===== src/common/sta_defs.svh =====
// sta_defs.svh: register map, command codes, status codes and field positions
`ifndef STA_DEFS_SVH
`define STA_DEFS_SVH
// register byte offsets
`define STA_CMD_OFF 8'h00
`define STA_DATA_OFF 8'h04
`define STA_RES_OFF 8'h08
`define STA_CTRL_OFF 8'h0C
`define STA_ACK_OFF 8'h10
`define STA_STAT_OFF 8'h14
`define STA_ADDR_OFF 8'h18
`define STA_LAST_OFF 8'h18
// reset values
`define STA_ADDR_RST 8'h00
`define STA_BYTE_RST 8'h00
// command codes
`define STA_OP_PREP 8'h60
`define STA_OP_DRST 8'h6F
`define STA_OP_WRAP 8'h6E
`define STA_OP_WR 7'h28
`define STA_OP_RD 7'h08
`define STA_OP_ID 8'h20
// identification byte, value is arbitrary
`define STA_DEV_ID 8'hA5
// condition codes
`define STA_CC_NONE 3'h0
`define STA_CC_BUSY 3'h1
`define STA_CC_EXC 3'h2
`define STA_CC_DEV 3'h3
`define STA_CC_ATTN 3'h4
`define STA_CC_REJ 3'h3
`define STA_CC_IDC 3'h5
`define STA_CC_AEXC 3'h6
`define STA_CC_OK 3'h7
`define STA_CC_ADEV 3'h7
// field positions
`define STA_PND_ATTN 0
`define STA_PND_EXC 1
`define STA_PND_DEV 2
`define STA_CMD_PAR 16
`define STA_CTRL_HALT 0
`define STA_CTRL_ACK 1
`endif


===== src/common/sta_pkg.sv =====
// sta_pkg: types shared by the adapter modules
`default_nettype none
package sta_pkg;
	typedef enum logic [1:0] {STA_RX_IDLE, STA_RX_NORMAL, STA_RX_OVERRUN} sta_rx_t;
	typedef logic [2:0] sta_cc_t;
endpackage
`default_nettype wire


===== src/common/sta_regbus_if.sv =====
// sta_regbus_if: register access between bus slave and adapter core
`default_nettype none
interface sta_regbus_if;
	logic wr_en;
	logic [7:0] wr_addr;
	logic [31:0] wr_data;
	logic [7:0] rd_addr;
	logic [31:0] rd_data;
	modport slave (output wr_en, output wr_addr, output wr_data, output rd_addr, input rd_data);
	modport core (input wr_en, input wr_addr, input wr_data, input rd_addr, output rd_data);
endinterface
`default_nettype wire


===== src/logic/sta_axi_slave.sv =====
// sta_axi_slave: AXI4-Lite slave feeding the adapter register bus
`include "sta_defs.svh"
`default_nettype none
module sta_axi_slave import sta_pkg::*; (
	input wire logic clk_i,
	input wire logic rst_i,
	input wire logic [7:0] awaddr_i,
	input wire logic awvalid_i,
	output logic awready_o,
	input wire logic [31:0] wdata_i,
	input wire logic [3:0] wstrb_i,
	input wire logic wvalid_i,
	output logic wready_o,
	output logic [1:0] bresp_o,
	output logic bvalid_o,
	input wire logic bready_i,
	input wire logic [7:0] araddr_i,
	input wire logic arvalid_i,
	output logic arready_o,
	output logic [31:0] rdata_o,
	output logic [1:0] rresp_o,
	output logic rvalid_o,
	input wire logic rready_i,
	sta_regbus_if.slave bus
);
	logic aw_full;
	logic w_full;
	logic [7:0] aw_addr;
	logic [31:0] w_data;
	logic [3:0] w_strb;
	logic wr_ok;

	function automatic logic mapped(input logic [7:0] a);
		mapped = (a[1:0] == 2'h0) && (a <= `STA_LAST_OFF);
	endfunction

	assign awready_o = !aw_full && !bvalid_o;
	assign wready_o = !w_full && !bvalid_o;
	assign arready_o = !rvalid_o;
	assign wr_ok = mapped(aw_addr) && (w_strb == 4'hF);
	assign bus.wr_en = aw_full && w_full && wr_ok;
	assign bus.wr_addr = aw_addr;
	assign bus.wr_data = w_data;
	assign bus.rd_addr = araddr_i;

	// ==========================================
	// write channels
	always_ff @(posedge clk_i) begin
		if (rst_i) begin
			aw_full <= 1'b0;
			w_full <= 1'b0;
			aw_addr <= 8'h00;
			w_data <= 32'h0000_0000;
			w_strb <= 4'h0;
			bvalid_o <= 1'b0;
			bresp_o <= 2'h0;
		end else begin
			if (awvalid_i && awready_o) begin
				aw_full <= 1'b1;
				aw_addr <= awaddr_i;
			end
			if (wvalid_i && wready_o) begin
				w_full <= 1'b1;
				w_data <= wdata_i;
				w_strb <= wstrb_i;
			end
			if (aw_full && w_full) begin
				aw_full <= 1'b0;
				w_full <= 1'b0;
				bvalid_o <= 1'b1;
				bresp_o <= wr_ok ? 2'h0 : 2'h2;
			end else if (bvalid_o && bready_i) begin
				bvalid_o <= 1'b0;
			end
		end
	end

	// ==========================================
	// read channels
	always_ff @(posedge clk_i) begin
		if (rst_i) begin
			rvalid_o <= 1'b0;
			rdata_o <= 32'h0000_0000;
			rresp_o <= 2'h0;
		end else if (arvalid_i && arready_o) begin
			rvalid_o <= 1'b1;
			rdata_o <= mapped(araddr_i) ? bus.rd_data : 32'h0000_0000;
			rresp_o <= mapped(araddr_i) ? 2'h0 : 2'h2;
		end else if (rvalid_o && rready_i) begin
			rvalid_o <= 1'b0;
		end
	end
endmodule
`default_nettype wire


===== src/logic/sta_irq.sv =====
// sta_irq: pending interrupt flags and acceptance code
`include "sta_defs.svh"
`default_nettype none
module sta_irq import sta_pkg::*; (
	input wire logic clk_i,
	input wire logic rst_i,
	input wire logic [2:0] set_i,
	input wire logic clr_i,
	input wire logic ack_i,
	output logic [2:0] pend_o,
	output var sta_cc_t ack_cc_o
);
	sta_cc_t next_cc;
	logic [2:0] ack_mask;
	wire logic attn = pend_o[`STA_PND_ATTN];
	wire logic exc = pend_o[`STA_PND_EXC];
	wire logic dev = pend_o[`STA_PND_DEV];

	// exception outranks device end and leaves it pending
	always_comb begin
		next_cc = `STA_CC_NONE;
		ack_mask = 3'h0;
		if (exc) begin
			next_cc = attn ? `STA_CC_AEXC : `STA_CC_EXC;
			ack_mask = 3'h3;
		end else if (attn && dev) begin
			next_cc = `STA_CC_ADEV;
			ack_mask = 3'h5;
		end else if (attn) begin
			next_cc = `STA_CC_ATTN;
			ack_mask = 3'h1;
		end else if (dev) begin
			next_cc = `STA_CC_DEV;
			ack_mask = 3'h4;
		end
	end

	// a new event wins over the acceptance that clears it
	always_ff @(posedge clk_i) begin
		if (rst_i || clr_i) begin
			pend_o <= 3'h0;
		end else begin
			pend_o <= (pend_o & ~(ack_i ? ack_mask : 3'h0)) | set_i;
		end
	end

	always_ff @(posedge clk_i) begin
		if (rst_i || clr_i) begin
			ack_cc_o <= `STA_CC_NONE;
		end else if (ack_i) begin
			ack_cc_o <= next_cc;
		end
	end
endmodule
`default_nettype wire


===== src/logic/sta_top.sv =====
// sta_top: command interpreter of the serial terminal adapter
`include "sta_defs.svh"
`default_nettype none
module sta_top import sta_pkg::*; (
	input wire logic CORE_CLK_I,
	input wire logic SYS_RST_I,
	input wire logic [7:0] S_AXI_AWADDR_I,
	input wire logic S_AXI_AWVALID_I,
	output logic S_AXI_AWREADY_O,
	input wire logic [31:0] S_AXI_WDATA_I,
	input wire logic [3:0] S_AXI_WSTRB_I,
	input wire logic S_AXI_WVALID_I,
	output logic S_AXI_WREADY_O,
	output logic [1:0] S_AXI_BRESP_O,
	output logic S_AXI_BVALID_O,
	input wire logic S_AXI_BREADY_I,
	input wire logic [7:0] S_AXI_ARADDR_I,
	input wire logic S_AXI_ARVALID_I,
	output logic S_AXI_ARREADY_O,
	output logic [31:0] S_AXI_RDATA_O,
	output logic [1:0] S_AXI_RRESP_O,
	output logic S_AXI_RVALID_O,
	input wire logic S_AXI_RREADY_I,
	output logic [7:0] TX_DATA_O,
	output logic TX_START_O,
	input wire logic TX_DONE_I,
	input wire logic RX_START_I,
	input wire logic RX_DONE_I,
	input wire logic [7:0] RX_DATA_I,
	output logic WR_CTL_O,
	output logic RD_CTL_O,
	output logic IRQ_REQ_O,
	output logic [3:0] IRQ_LEVEL_O
);
	sta_regbus_if bus ();

	// ==========================================
	// state
	logic [31:0] cmd_word;
	logic [15:0] imm_data;
	logic [7:0] dev_addr;
	sta_cc_t res_cc;
	logic [7:0] res_byte;
	logic irq_en;
	logic [3:0] irq_lvl;
	logic [7:0] tx_hold;
	logic tx_busy;
	logic [7:0] rx_hold;
	logic rx_unread;
	sta_rx_t rx_state;
	logic wrap;
	logic [2:0] pend;
	sta_cc_t ack_cc;

	// ==========================================
	// command decode
	logic cmd_go;
	logic addr_ok;
	logic [7:0] op;
	logic par_err;
	logic mod_bit;
	logic halt;
	logic ack_req;
	logic do_prep;
	logic do_drst;
	logic do_wrap;
	logic do_write;
	logic do_read;
	logic wr_busy;
	logic rd_busy;
	logic any_busy;
	logic clr;
	sta_cc_t next_cc;
	logic [7:0] next_byte;

	assign cmd_go = bus.wr_en && (bus.wr_addr == `STA_CMD_OFF);
	assign op = bus.wr_data[7:0];
	assign par_err = bus.wr_data[`STA_CMD_PAR];
	assign mod_bit = op[0];
	assign addr_ok = bus.wr_data[15:8] == dev_addr;
	assign halt = bus.wr_en && (bus.wr_addr == `STA_CTRL_OFF) && bus.wr_data[`STA_CTRL_HALT];
	assign ack_req = bus.wr_en && (bus.wr_addr == `STA_CTRL_OFF) && bus.wr_data[`STA_CTRL_ACK];
	assign wr_busy = tx_busy || pend[`STA_PND_DEV];
	assign rd_busy = (rx_state == STA_RX_NORMAL) || pend[`STA_PND_ATTN] || pend[`STA_PND_EXC];
	assign any_busy = tx_busy || (rx_state == STA_RX_NORMAL) || (pend != 3'h0);

	always_comb begin
		next_cc = `STA_CC_NONE;
		next_byte = `STA_BYTE_RST;
		do_prep = 1'b0;
		do_drst = 1'b0;
		do_wrap = 1'b0;
		do_write = 1'b0;
		do_read = 1'b0;
		if (cmd_go && addr_ok) begin
			if (op == `STA_OP_PREP) begin
				next_cc = par_err ? `STA_CC_IDC : `STA_CC_OK;
				do_prep = !par_err;
			end else if (op == `STA_OP_DRST) begin
				next_cc = `STA_CC_OK;
				do_drst = 1'b1;
			end else if (op == `STA_OP_WRAP) begin
				next_cc = `STA_CC_OK;
				do_wrap = 1'b1;
			end else if (op[7:1] == `STA_OP_WR) begin
				if (par_err) begin
					next_cc = `STA_CC_IDC;
				end else if (wr_busy) begin
					next_cc = `STA_CC_BUSY;
				end else begin
					next_cc = `STA_CC_OK;
					do_write = 1'b1;
				end
			end else if (op[7:1] == `STA_OP_RD) begin
				if (par_err) begin
					next_cc = `STA_CC_IDC;
				end else if (rd_busy) begin
					next_cc = `STA_CC_BUSY;
				end else begin
					next_cc = `STA_CC_OK;
					next_byte = rx_hold;
					do_read = 1'b1;
				end
			end else if (op == `STA_OP_ID) begin
				next_cc = par_err ? `STA_CC_IDC : `STA_CC_OK;
				next_byte = par_err ? `STA_BYTE_RST : `STA_DEV_ID;
			end else if (par_err) begin
				next_cc = `STA_CC_IDC;
			end else begin
				next_cc = any_busy ? `STA_CC_BUSY : `STA_CC_REJ;
			end
		end
	end

	// halt, device reset and wrap reset all share one clear
	assign clr = halt || do_drst || do_wrap;

	// ==========================================
	// receive path, fed by the transmitter while wrapped
	logic tx_done;
	logic rx_start;
	logic rx_done;
	logic [7:0] rx_byte;
	logic rx_norm_end;
	logic rx_ovr_end;

	assign tx_done = TX_DONE_I && tx_busy && !clr;
	assign rx_start = wrap ? do_write : RX_START_I;
	assign rx_done = (wrap ? tx_done : RX_DONE_I) && !clr;
	assign rx_byte = wrap ? tx_hold : RX_DATA_I;
	assign rx_norm_end = rx_done && (rx_state == STA_RX_NORMAL);
	assign rx_ovr_end = rx_done && (rx_state == STA_RX_OVERRUN);

	always_ff @(posedge CORE_CLK_I) begin
		if (SYS_RST_I || clr) begin
			rx_state <= STA_RX_IDLE;
		end else begin
			case (rx_state)
				STA_RX_IDLE: begin
					if (rx_start) begin
						rx_state <= rx_unread ? STA_RX_OVERRUN : STA_RX_NORMAL;
					end
				end
				default: begin
					if (rx_done) begin
						rx_state <= STA_RX_IDLE;
					end
				end
			endcase
		end
	end

	always_ff @(posedge CORE_CLK_I) begin
		if (SYS_RST_I || clr) begin
			rx_hold <= `STA_BYTE_RST;
		end else if (rx_norm_end) begin
			rx_hold <= rx_byte;
		end
	end

	always_ff @(posedge CORE_CLK_I) begin
		if (SYS_RST_I || clr) begin
			rx_unread <= 1'b0;
		end else if (rx_norm_end) begin
			rx_unread <= 1'b1;
		end else if (do_read) begin
			rx_unread <= 1'b0;
		end
	end

	// ==========================================
	// transmit path
	always_ff @(posedge CORE_CLK_I) begin
		if (SYS_RST_I || halt || do_wrap) begin
			tx_hold <= `STA_BYTE_RST;
		end else if (do_write) begin
			tx_hold <= imm_data[7:0];
		end
	end

	always_ff @(posedge CORE_CLK_I) begin
		if (SYS_RST_I || clr) begin
			tx_busy <= 1'b0;
			TX_START_O <= 1'b0;
		end else begin
			TX_START_O <= do_write;
			if (do_write) begin
				tx_busy <= 1'b1;
			end else if (tx_done) begin
				tx_busy <= 1'b0;
			end
		end
	end
	assign TX_DATA_O = tx_hold;

	// ==========================================
	// control lines, wrap state, prepare register
	always_ff @(posedge CORE_CLK_I) begin
		if (SYS_RST_I || clr) begin
			WR_CTL_O <= 1'b0;
			RD_CTL_O <= 1'b0;
		end else begin
			if (do_write) begin
				WR_CTL_O <= mod_bit;
			end
			if (do_read) begin
				RD_CTL_O <= mod_bit;
			end
		end
	end

	always_ff @(posedge CORE_CLK_I) begin
		if (SYS_RST_I || halt || do_drst) begin
			wrap <= 1'b0;
		end else if (do_wrap) begin
			wrap <= 1'b1;
		end
	end

	always_ff @(posedge CORE_CLK_I) begin
		if (SYS_RST_I) begin
			irq_en <= 1'b0;
			irq_lvl <= 4'h0;
		end else if (do_prep) begin
			irq_en <= imm_data[0];
			irq_lvl <= imm_data[4:1];
		end
	end

	// ==========================================
	// interrupts and status codes
	sta_irq u_irq (
		.clk_i(CORE_CLK_I),
		.rst_i(SYS_RST_I),
		.set_i({tx_done, rx_ovr_end, rx_norm_end}),
		.clr_i(clr),
		.ack_i(ack_req && IRQ_REQ_O && !clr),
		.pend_o(pend),
		.ack_cc_o(ack_cc)
	);
	assign IRQ_REQ_O = irq_en && (pend != 3'h0);
	assign IRQ_LEVEL_O = irq_lvl;

	always_ff @(posedge CORE_CLK_I) begin
		if (SYS_RST_I || halt) begin
			res_cc <= `STA_CC_NONE;
			res_byte <= `STA_BYTE_RST;
		end else if (cmd_go) begin
			res_cc <= next_cc;
			res_byte <= next_byte;
		end
	end

	// ==========================================
	// software registers
	always_ff @(posedge CORE_CLK_I) begin
		if (SYS_RST_I) begin
			cmd_word <= 32'h0000_0000;
			imm_data <= 16'h0000;
			dev_addr <= `STA_ADDR_RST;
		end else if (bus.wr_en) begin
			if (bus.wr_addr == `STA_CMD_OFF) begin
				cmd_word <= {15'h0000, bus.wr_data[16:0]};
			end else if (bus.wr_addr == `STA_DATA_OFF) begin
				imm_data <= bus.wr_data[15:0];
			end else if (bus.wr_addr == `STA_ADDR_OFF) begin
				dev_addr <= bus.wr_data[7:0];
			end
		end
	end

	always_comb begin
		bus.rd_data = 32'h0000_0000;
		if (bus.rd_addr == `STA_CMD_OFF) begin
			bus.rd_data = cmd_word;
		end else if (bus.rd_addr == `STA_DATA_OFF) begin
			bus.rd_data = {16'h0000, imm_data};
		end else if (bus.rd_addr == `STA_RES_OFF) begin
			bus.rd_data = {16'h0000, res_byte, 5'h00, res_cc};
		end else if (bus.rd_addr == `STA_ACK_OFF) begin
			bus.rd_data = {29'h0000_0000, ack_cc};
		end else if (bus.rd_addr == `STA_STAT_OFF) begin
			bus.rd_data = {17'h0_0000, rx_unread, irq_lvl, irq_en, RD_CTL_O, WR_CTL_O, wrap,
				pend, rx_state == STA_RX_OVERRUN, rx_state == STA_RX_NORMAL, tx_busy};
		end else if (bus.rd_addr == `STA_ADDR_OFF) begin
			bus.rd_data = {24'h00_0000, dev_addr};
		end
	end

	sta_axi_slave u_axi (
		.clk_i(CORE_CLK_I),
		.rst_i(SYS_RST_I),
		.awaddr_i(S_AXI_AWADDR_I),
		.awvalid_i(S_AXI_AWVALID_I),
		.awready_o(S_AXI_AWREADY_O),
		.wdata_i(S_AXI_WDATA_I),
		.wstrb_i(S_AXI_WSTRB_I),
		.wvalid_i(S_AXI_WVALID_I),
		.wready_o(S_AXI_WREADY_O),
		.bresp_o(S_AXI_BRESP_O),
		.bvalid_o(S_AXI_BVALID_O),
		.bready_i(S_AXI_BREADY_I),
		.araddr_i(S_AXI_ARADDR_I),
		.arvalid_i(S_AXI_ARVALID_I),
		.arready_o(S_AXI_ARREADY_O),
		.rdata_o(S_AXI_RDATA_O),
		.rresp_o(S_AXI_RRESP_O),
		.rvalid_o(S_AXI_RVALID_O),
		.rready_i(S_AXI_RREADY_I),
		.bus(bus)
	);
endmodule
`default_nettype wire


===== config.mk =====
export PLATFORM = sky130hd
export DESIGN_NAME = sta_top
export DESIGN_NICKNAME = d
export VERILOG_FILES = /design/src/common/sta_pkg.sv /design/src/common/sta_regbus_if.sv /design/src/logic/sta_axi_slave.sv /design/src/logic/sta_irq.sv /design/src/logic/sta_top.sv
export VERILOG_INCLUDE_DIRS = /design/src /design/src/common
export SDC_FILE = /design/constraint.sdc
export NUM_CORES = 1
export LEC_CHECK = 0
export ABC_AREA = 1
export BUFFER_PORTS_ARGS = -buffer_cell sky130_fd_sc_hd__buf_4
export CORE_MARGIN = 2
export CORE_UTILIZATION = 50
export CTS_BUF_LIST = sky130_fd_sc_hd__clkbuf_16
export CTS_CLUSTER_DIAMETER = 30
export CTS_CLUSTER_SIZE = 16
export DETAILED_ROUTE_END_ITERATION = 12
export PLACE_DENSITY_LB_ADDON = 0.15
export SETUP_SLACK_MARGIN = 0.4
export SLEW_MARGIN = 20
export SYNTH_ARGS = -nofsm -noshare
export SYNTH_HDL_FRONTEND = slang
export SYNTH_SLANG_ARGS = --single-unit

===== constraint.sdc =====
create_clock -name CORE_CLK_I -period 1.87 [get_ports CORE_CLK_I]
set_clock_uncertainty 0.15 [all_clocks]
set_input_delay 0.0935 -clock CORE_CLK_I [delete_from_list [all_inputs] [get_ports CORE_CLK_I]]
set_output_delay 0.0935 -clock CORE_CLK_I [all_outputs]
set_load 0.02 [all_outputs]

==> results.tsv, run 1 <==
metric	value	unit
crit_chain	inv_2 -> nand2_1 -> inv_1 -> nand2_2 -> nor2_1 -> o211ai_4 -> nand3_4 -> clkbuf_16 -> a21oi_1	
holdPathEnd	u_axi.rdata_o[2]	
finalCriticalPeriod	1.936	ns
fin_hold_ws	0.007573	ns
drt_pass1_iterations	5	
drt_iter0_drc	566	
final_common_cell	nand2_1	
synth.distinct_cells	40	
static-leakage-power	4.031	nW
period_share	103.5	%
avgSynthCellArea	7.236	um2
critical-path-max-stage-delay	0.42	ns
critPathTopFamily	compound AO/OA/AOI/OAI gates	
min_from	S_AXI_ARVALID_I	
hold_path_depth	5	
die_h	116.3	um
cts_root_buf	clkbuf_16	
fp.dieW	116.3	um
arrival	2.14	ns
clock.fmax	516.5	MHz
nFillCells	893	
grt_pass1_vias	6065	
numClockSinks	139	
vdd_drop_max	0.0006429	V
worstSetupPathType	reg2reg	
rsz0062_at_grt	true	
drt-total-wl	20.77	mm
reg2reg_from	u_axi.bus.wr_data[4]	
dp_slack	-0.05178	ns
area_delta_synth_final	50.49	%
final-setup-viol-count	11	
hold_viol_final	0	
yosys_warnings	0	
yosys-top-cells-area	dfxtp_1 (44%), nand2_1 (11%), a21oi_1 (10%)	
cp-end-kind	register	
worstRegToRegCells	9	
rows	41	
worstPathMaxFanout	8	
powerDensity	781.8	nW/um2
place.port_buffers	94	
start_util	50.56	%
drive_above_1_share	35.03	%
async_flop_share	0	%
gp_congestion	0.9494	
ff2ff_setup_slack	-0.07	ns
violations	negative setup slack	
clk_pin_slew	0.06	ns
die_area	13520	um2
final_cell_mix	nand2_1 (171), buf_4 (157), dfxtp_1 (114)	
clock_path_buffers	2	
ys_ff_latch	139	
clock_latency	0.43	ns
r2r-end	u_irq.pend_o[1]	
grt_max_degree	39	
synth_ff_type	dfxtp_1	
cts_tree	built	
syn_area	6302	um2
dp_hpwl	13.02	mm
antenna_cells	0	
htree_levels	4	
critPathLaunchType	register	
status	complete, but fails checks	
core_area	12470	um2
worst_pin_slew	0.9769	ns
maxSlewViolCount	0	
ys_seq_area_share	44.15	%
yosysTopAreaCell	dfxtp_1	
num_vias	6795	
cts_buffers	17	
min_path_type	in2reg	
cp_slowest_cell	o211ai_4	
critical_path_buf_inv_count	3	
synth_cells	871	
ant_nets	0	
finalNetCount	1156	
grt.overflow.total	0	
finalPower	0.007415	W
synth_edf_count	0	
worst_slack	-0.06609	ns
maxCapViolations	0	
io_pins	127	
required	2.07	ns
detail_route.vias_per_cell	5.346	
relSlewSlack	34.88	%
globalRouteTotalUtil	30.12	%
antenna_found_initial	0	
yosysTopAreaCellShare	44.15	%
grt_first_pass_wirelength	30.82	mm
crit_start	u_axi.bus.wr_data[4]	
wl_per_cell	16.34	um
drcViolationCount	0	
==> cells in the mapped netlist, types with 2 or more instances <==
cell	n
a211oi_1	2
a21oi_1	127
a21oi_2	2
buf_1	2
buf_2	10
buf_4	17
buf_6	4
clkbuf_1	19
dfxtp_1	139
inv_1	84
inv_2	8
nand2_1	179
nand2_2	4
nand2_4	3
nand3_1	23
nand3_2	5
nand4_1	8
nand4_4	2
nor2_1	87
nor2_2	6
nor2_4	5
nor3_1	4
o2111ai_1	3
o211ai_1	14
o21ai_0	91
o21ai_1	7
o21ai_2	2
o21bai_1	2
==> worst max path at each step <==
stage,end,cells past startpoint,slack [ns]
detailed placement,u_axi.rdata_o[7],10,-0.05
finish,u_irq.pend_o[1],9,-0.07
floorplan,irq_en,11,0.14
global placement,u_axi.rdata_o[7],10,-0.02
CTS,rx_hold[3],9,0.05
global route,u_irq.pend_o[1],9,-0.16
==> tightest hold or removal path: stages <==
cell and delay (ns):
buf_4 0.08, nand2_2 0.05, buf_4 0.19, nand2_1 0.07, a21oi_1 0.05
==> sequential cells by signal, summed over array words and instances, names as in the netlist, 2 cells and up <==
register and flops:
res_cc 3, dev_addr 8, TX_DATA_O 8, u_axi.rdata_o 17, rx_hold 8, u_axi.bus.wr_data 17, u_axi.bus.wr_addr 8, u_irq.ack_cc_o 3
u_axi.w_strb 4, u_irq.pend_o 3, IRQ_LEVEL_O 4, imm_data 16, rx_state 2, cmd_word 17, res_byte 8
==> area by class of cell <==
cell class              instances  area (um2)  area share (%)
multi-input cells             607        3416           36.02
flip-flops and latches        139        2821           29.75
repair buffers                227        2066           21.78
clock buffers                  18       450.4           4.749
inverters                      93       382.9           4.037
well taps                     172       215.2           2.269
clock inverters                14       126.4           1.332
repair inverters                1       6.256         0.06596
==> kinds of logic after synthesis <==
group / after synthesis / synth area share (%)
flip-flops: 139 / 44.15
buffers and inverters: 145 / 10.36
AO/OA/AOI/OAI: 254 / 21.70
AND/OR/NAND/NOR: 332 / 23.72
other: 1 / 0.05950
==> report_power, final <==
group | leakage (nW) | switching (W) | internal [W]
combinational | 2.61 | 0.000548 | 0.000410
clock | 0.282 | 0.00132 | 0.00201
sequential | 1.14 | 0.0000708 | 0.00306
==> layer usage <==
| layer | GRT usage (%) | up-vias | wire, um |
|---|---|---|---|
| li1 | - | 3282 | - |
| met1 | 39.18 | 3176 | 8879 |
| met2 | 47.36 | 276 | 9633 |
| met3 | 7.265 | 61 | 1406 |
| met4 | 13.97 | 0 | 853 |
| met5 | 0 | - | 0 |
==> metrics by stage <==
stage	instance area (um2)	util, %	setup TNS, ns	instances
after floorplan	6525	-	0	887
after global placement	7612	61.07	-0.01936	1164
after detailed placement	7612	61.07	-0.3081	1164
after CTS	9055	72.64	0	1260
after global routing	9484	76.08	-3.904	1271
final	9484	76.08	-0.3236	1271
==> repair_timing <==
item	CTS	global route
gates resized for setup	76	99
setup buffers	14	6
endpoints found under the hold margin	63	2
cloned	7	4
hold buffers	43	1
endpoints found under the setup margin	89	121
pin swaps	13	20
Note: power is estimated with default switching activity, not from simulation.
==> inputs of run 2 (changes only) <==
--- a/config.mk
+++ b/config.mk
@@ -8,6 +8,7 @@
 export LEC_CHECK = 0
 export ABC_AREA = 1
 export BUFFER_PORTS_ARGS = -buffer_cell sky130_fd_sc_hd__buf_4
+export CAP_MARGIN = 40
 export CORE_MARGIN = 2
 export CORE_UTILIZATION = 50
 export CTS_BUF_LIST = sky130_fd_sc_hd__clkbuf_16
==> constraint.sdc (replaced) <==
create_clock -name CORE_CLK_I -period 1.87 [get_ports CORE_CLK_I]
set_clock_uncertainty 0.15 [all_clocks]
set_input_delay 0.0935 -clock CORE_CLK_I [delete_from_list [all_inputs] [get_ports CORE_CLK_I]]
set_output_delay 0.0935 -clock CORE_CLK_I [all_outputs]
set_load 0.01 [all_outputs]
==> run 2 against run 1 <==
The run still ends with negative setup slack left. Cell count increased by 2.6%. Global-route usage increased by 1.5 points. Die area unchanged. Cell area increased by 8.5%. Critical path depth increased by 4. Sequential cell count unchanged. Utilization increased by 6.5 points. Sequential share of layout area decreased by 2.3 points. Register-to-register slack got worse by 0.05 ns. Combinational power increased by 18%.
==> results.tsv, run 2 (synthesis gave the netlist of run 1 again) <==
metric	value	unit	change
final_cell_mix	buf_4 (156), nand2_1 (144), dfxtp_1 (111)		
final_common_cell	buf_4		
finalNetCount	1189		+2.9%
globalRouteTotalUtil	31.60	%	+1.5 points
clk_pin_slew	0.06	ns	about the same
drt-total-wl	25.20	mm	+21%
min_path_type	in2reg		
worstSetupPathType	reg2reg		
maxCapViolations	0		unchanged
p_sw	0.001964	W	+1.4%
p_comb_share	15.9	%	+3.0 points
placed_cell_area	7624	um2	+0.15%
worst_pin_slew	0.5534	ns	-0.4235 ns
die_area	13520	um2	unchanged
drcViolationCount	0		unchanged
pwr-share-clk	40.3	%	-4.6 points
status	complete, but fails checks		
core_area	12470	um2	unchanged
num_vias	7419		+9.2%
rsz0062_at_grt	true		
numClockSinks	139		unchanged
rows	41		unchanged
critPathLaunchType	register		
worstPathMaxFanout	5		-3
cts_tree	built		
finalCriticalPeriod	1.985	ns	+0.04880 ns
required	2.04	ns	-0.03 ns
fin_setup_tns	-2.540	ns	-2.217 ns
pwr-share-seq	43.8	%	+1.6 points
clock_path_buffers	2		unchanged
static-leakage-power	4.265	nW	+5.8%
cp-end-kind	register		
drt_iter0_drc	785		+39%
cts_buffers	17		unchanged
clock.fmax	503.8	MHz	-2.5%
antenna_cells	0		unchanged
fp.dieW	116.3	um	unchanged
grt_pass1_vias	6404		+5.6%
finalNonFillerCells	1304		+2.6%
hold_path_depth	5		unchanged
nFillCells	680		-24%
powerDensity	694.9	nW/um2	-11%
relSlewSlack	63.07	%	+28 points
hold_viol_final	0		unchanged
reg2reg_from	u_axi.bus.wr_addr[6]		
holdPathEnd	u_axi.rdata_o[3]		
io_pins	127		unchanged
design_area	10290	um2	+8.5%
drt_pass1_iterations	6		+1
cts_root_buf	clkbuf_16		
place.port_buffers	94		unchanged
grt_first_pass_wirelength	32.37	mm	+5.1%
htree_levels	4		unchanged
vdd_drop_max	0.0006089	V	-5.3%
worstRegToRegCells	13		+4
grt_max_degree	39		unchanged
final-setup-viol-count	49		+38
wl_per_cell	19.32	um	+18%
r2r-end	res_cc[1]		
dp_slack	-0.03424	ns	+0.01754 ns
min_from	S_AXI_ARVALID_I		
clock_latency	0.43	ns	about the same
dp_hpwl	12.83	mm	-1.4%
ff2ff_setup_slack	-0.11	ns	-0.05 ns
power.internal	0.005188	W	-5.3%
p_sw_share	27.46	%	+1.4 points
maxSlewViolCount	0		unchanged
drive_above_1_share	43.73	%	+8.7 points
period_share	106.1	%	+2.6 points
fin_hold_ws	0.01737	ns	+0.009795 ns
die_h	116.3	um	unchanged
arrival	2.15	ns	about the same
worst_slack	-0.1149	ns	-0.04880 ns
detail_route.vias_per_cell	5.689		+6.4%
gp_congestion	0.8946		-5.8%
antenna_found_initial	0		unchanged
grt.overflow.total	0		unchanged
ant_nets	0		unchanged
dp_cells	1168		+0.34%
violations	negative setup slack		
area_delta_synth_final	63.29	%	
start_util	50.56	%	unchanged
==> run 2: power by group through the flow <==
stage	clock network, W	logic [W]	registers (W)
2_1_floorplan	0	0.000466	0.00317
4_1_cts	0.00288	0.000940	0.00312
3_5_place_dp	0	0.000755	0.00318
6_report	0.00289	0.00113	0.00313
3_3_place_gp	0	0.000745	0.00318
5_1_grt	0.00302	0.00121	0.00314
==> run 2: worst max-delay path, stage by stage (launching register included) <==
cell        delay [ns]
dfxtp_2           0.33
nor2_4            0.12
buf_6             0.11
nand3_4           0.06
inv_2             0.06
nand2_2           0.06
nor2_4            0.20
buf_6             0.13
buf_8             0.11
clkinvlp_4        0.18
nand2_2           0.13
nand2_2           0.06
a21oi_2           0.12
nor2_1            0.06
==> run 2: cell type report <==
cell class	count	area (um2)	area share [%]
multi-input combinational	609	3846	37.37
sequential	139	2828	27.48
timing repair buffer	258	2499	24.28
clock buffer	17	425.4	4.134
inverter	93	402.9	3.915
tap	172	215.2	2.091
clock inverter	15	68.82	0.6687
timing repair inverter	1	6.256	0.06079
==> run 2: what timing repair did <==
item,in CTS,in global routing
pin swaps,32,50
setup buffers,19,24
setup endpoints to repair,90,125
gates resized for setup,164,174
endpoints found under the hold margin,58,5
hold buffers,44,1
cloned,12,4
==> run 2: worst max path at each step <==
stage                                    start      endpoint  depth (start not counted)
after floorplan           u_axi.bus.wr_addr[6]        irq_en                         11
after global placement    u_axi.bus.wr_addr[6]     res_cc[2]                          9
after detailed placement           dev_addr[5]   res_byte[7]                         12
after CTS                 u_axi.bus.wr_data[6]   res_byte[1]                         11
after global routing      u_axi.bus.wr_data[2]  TX_DATA_O[0]                         11
final                     u_axi.bus.wr_addr[6]     res_cc[1]                         13
==> run 2: metal layers <==
layer,part of all wire [%],global-route usage [%]
met2,46,50.50
met1,38,39.92
met4,6.5,15.95
met3,9.7,7.680
met5,0,0
==> run 2: per-stage QoR <==
stage | power, W | util [%]
final | 0.007151 | 82.56
after global routing | 0.007367 | 82.56
after CTS | 0.006935 | 75.77
after detailed placement | 0.003935 | 61.16
after global placement | 0.003923 | 61.16
after floorplan | 0.003639 | -
==> inputs of run 3 (changes only) <==
--- a/config.mk
+++ b/config.mk
@@ -15,6 +15,7 @@
 export CTS_CLUSTER_DIAMETER = 30
 export CTS_CLUSTER_SIZE = 16
 export DETAILED_ROUTE_END_ITERATION = 12
+export MAX_ROUTING_LAYER = met4
 export PLACE_DENSITY_LB_ADDON = 0.15
 export SETUP_SLACK_MARGIN = 0.4
 export SLEW_MARGIN = 20
==> run 3 against run 2 <==
Maximum frequency grew 1.0%. Largest power group is now the clock network. Sequential share of layout area grew 1.9 points. Worst hold slack lost 0.00076 ns. Critical path type unchanged. Utilization shrank 5.6 points. Wire length shrank 16%. Count of clock-buffer cells in the layout is the same. The run still ends with negative setup slack left. Cell count shrank 2.1%. Cell area shrank 6.7%.
==> results.tsv, run 3 (synthesis gave the netlist of run 1 again) <==
metric	value	unit	change
arrival	2.16	ns	about the same
regArea	2818	um2	-0.35%
cts_root_buf	clkbuf_16		
drt_pass1_iterations	5		-1
design_area	9599	um2	-6.7%
critPathLaunchType	register		
clock_path_buffers	2		unchanged
drive_above_1_share	35.11	%	-8.6 points
dp_hpwl	12.93	mm	+0.79%
grt_max_degree	39		unchanged
area_delta_synth_final	52.31	%	
violations	negative setup slack		
place.port_buffers	94		unchanged
io_pins	127		unchanged
rsz0062_at_grt	true		
nFillCells	872		+28%
maxSlewViolCount	0		unchanged
grt_pass1_vias	6327		-1.2%
hold_viol_final	0		unchanged
period_share	105.1	%	-1.1 points
r2r-end	rx_state[0]		
worstPathMaxFanout	7		+2
reg2reg_from	dev_addr[3]		
worstSetupPathType	reg2reg		
cp-end-kind	register		
drcViolationCount	0		unchanged
final-setup-viol-count	8		-84%
grt_first_pass_wirelength	31.44	mm	-2.9%
required	2.07	ns	+0.03 ns
ant_nets	0		unchanged
final_cell_mix	nand2_1 (162), buf_4 (158), dfxtp_1 (117)		
grt.overflow.total	0		unchanged
numClockSinks	139		unchanged
finalNetCount	1162		-2.3%
ff2ff_setup_slack	-0.09	ns	+0.02 ns
wl_per_cell	16.53	um	-14%
vdd_drop_max	0.0006873	V	+13%
maxCapViolations	0		unchanged
antenna_cells	0		unchanged
fin_util	77.00	%	-5.6 points
cts_buffers	17		unchanged
placed_cell_area	7621	um2	about the same
drt-total-wl	21.10	mm	-16%
start_util	50.56	%	unchanged
htree_levels	4		unchanged
min_path_type	in2reg		
crit_start	dev_addr[3]		
multi_input_area	3374	um2	-12%
drt_iter0_drc	699		-11%
worst_slack	-0.09482	ns	+0.02007 ns
die_area	13520	um2	unchanged
rows	41		unchanged
final_common_cell	nand2_1		
status	complete, but fails checks		
antenna_found_initial	0		unchanged
static-leakage-power	4.087	nW	-4.2%
num_vias	6840		-7.8%
cts_tree	built		
die_h	116.3	um	unchanged
fp.dieW	116.3	um	unchanged
core_area	12470	um2	unchanged
globalRouteTotalUtil	31.67	%	+0.068 points
gp_congestion	0.9263		+3.5%
finalCriticalPeriod	1.965	ns	-0.02007 ns
detail_route.vias_per_cell	5.356		-5.9%
finalPower	0.007761	W	+8.5%
crit_path_end	rx_state[0]		
powerDensity	808.5	nW/um2	+16%
worstRegToRegCells	11		-2
clock_latency	0.43	ns	about the same
fin_setup_tns	-0.2021	ns	+2.338 ns
clock.fmax	509.0	MHz	+1.0%
clk_pin_slew	0.06	ns	about the same
## run 3: changes by cell type in the layout (fill, tap and decap cells not counted), moves of 6 or more
| cell | previous run | this run |
|---|---|---|
| o21ai_2 | 38 | 15 |
| dfxtp_1 | 111 | 117 |
| buf_6 | 35 | 18 |
| a21oi_2 | 45 | 21 |
| o21ai_4 | 9 | 2 |
| nand2_2 | 31 | 17 |
| o21ai_1 | 14 | 27 |
| nand2_1 | 144 | 162 |
| a21oi_1 | 82 | 106 |
| nor2_1 | 63 | 70 |
| nor2_4 | 22 | 14 |
| clkinv_1 | 7 | 1 |
| o21ai_0 | 39 | 56 |
## run 3: worst min path at each step
stage               slack (ns)            start          endpoint  depth (start not counted)
global route              0.04  S_AXI_ARVALID_I  u_axi.rdata_o[8]                          5
global placement          0.20   S_AXI_BREADY_I    u_axi.bvalid_o                          4
detailed placement        0.20   S_AXI_BREADY_I    u_axi.bvalid_o                          4
floorplan                 0.02        SYS_RST_I      cmd_word[16]                          1
finish                    0.02  S_AXI_ARVALID_I  u_axi.rdata_o[6]                          5
CTS                      0.003  S_AXI_ARVALID_I  u_axi.rdata_o[6]                          5
## run 3: through the flow
stage          instances  setup slack (ns)  hold slack (ns)
2_1_floorplan        887            0.1361          0.02197
3_3_place_gp        1166           0.01993           0.1956
3_5_place_dp        1166          -0.02901           0.1953
4_1_cts             1263           0.04719         0.003180
5_1_grt             1277           -0.1465          0.04306
6_report            1277          -0.09482          0.01661
## run 3: critical path, stage by stage, from the launching register on
cell	delay (ns)
dfxtp_2	0.38
inv_2	0.05
nand2_1	0.05
nand2_1	0.05
nor2_1	0.09
nand2_1	0.09
nor2_4	0.19
buf_12	0.15
o211ai_4	0.16
nand3_1	0.18
nand2_1	0.13
a21oi_2	0.20
## run 3: timing repair
action                                  4_1_cts  5_1_grt
hold endpoints to repair                     63        7
pin swaps                                    16       22
endpoints found under the setup margin       91      126
hold buffers                                 44        1
gates cloned                                  4        2
gates resized for setup                      73      108
setup buffers                                17       10
## run 3: metal layers
metal	part of all wire, %	wire length (um)	global-route usage [%]	up-vias
met5	0	0	-	-
met4	6.0	1272	18.65	0
met3	8.3	1747	7.109	90
met2	46	9670	49.15	343
met1	40	8412	37.72	3121
li1	-	-	-	3286
## run 3: final cells by class
class / count / share of cell area (%)
tap: 172 / 2.242
multi-input combinational: 604 / 35.15
timing repair buffer: 237 / 22.63
sequential: 139 / 29.35
clock buffer: 17 / 4.432
clock inverter: 15 / 2.138
inverter: 93 / 4.054
## run 3: where the power goes
group	leakage, nW	switching, W	internal (W)	total (W)
clock network	0.319	0.00129	0.00234	0.00363
registers	1.14	0.0000679	0.00306	0.00312
logic	2.63	0.000551	0.000452	0.00100
total	4.09	0.00191	0.00585	0.00776
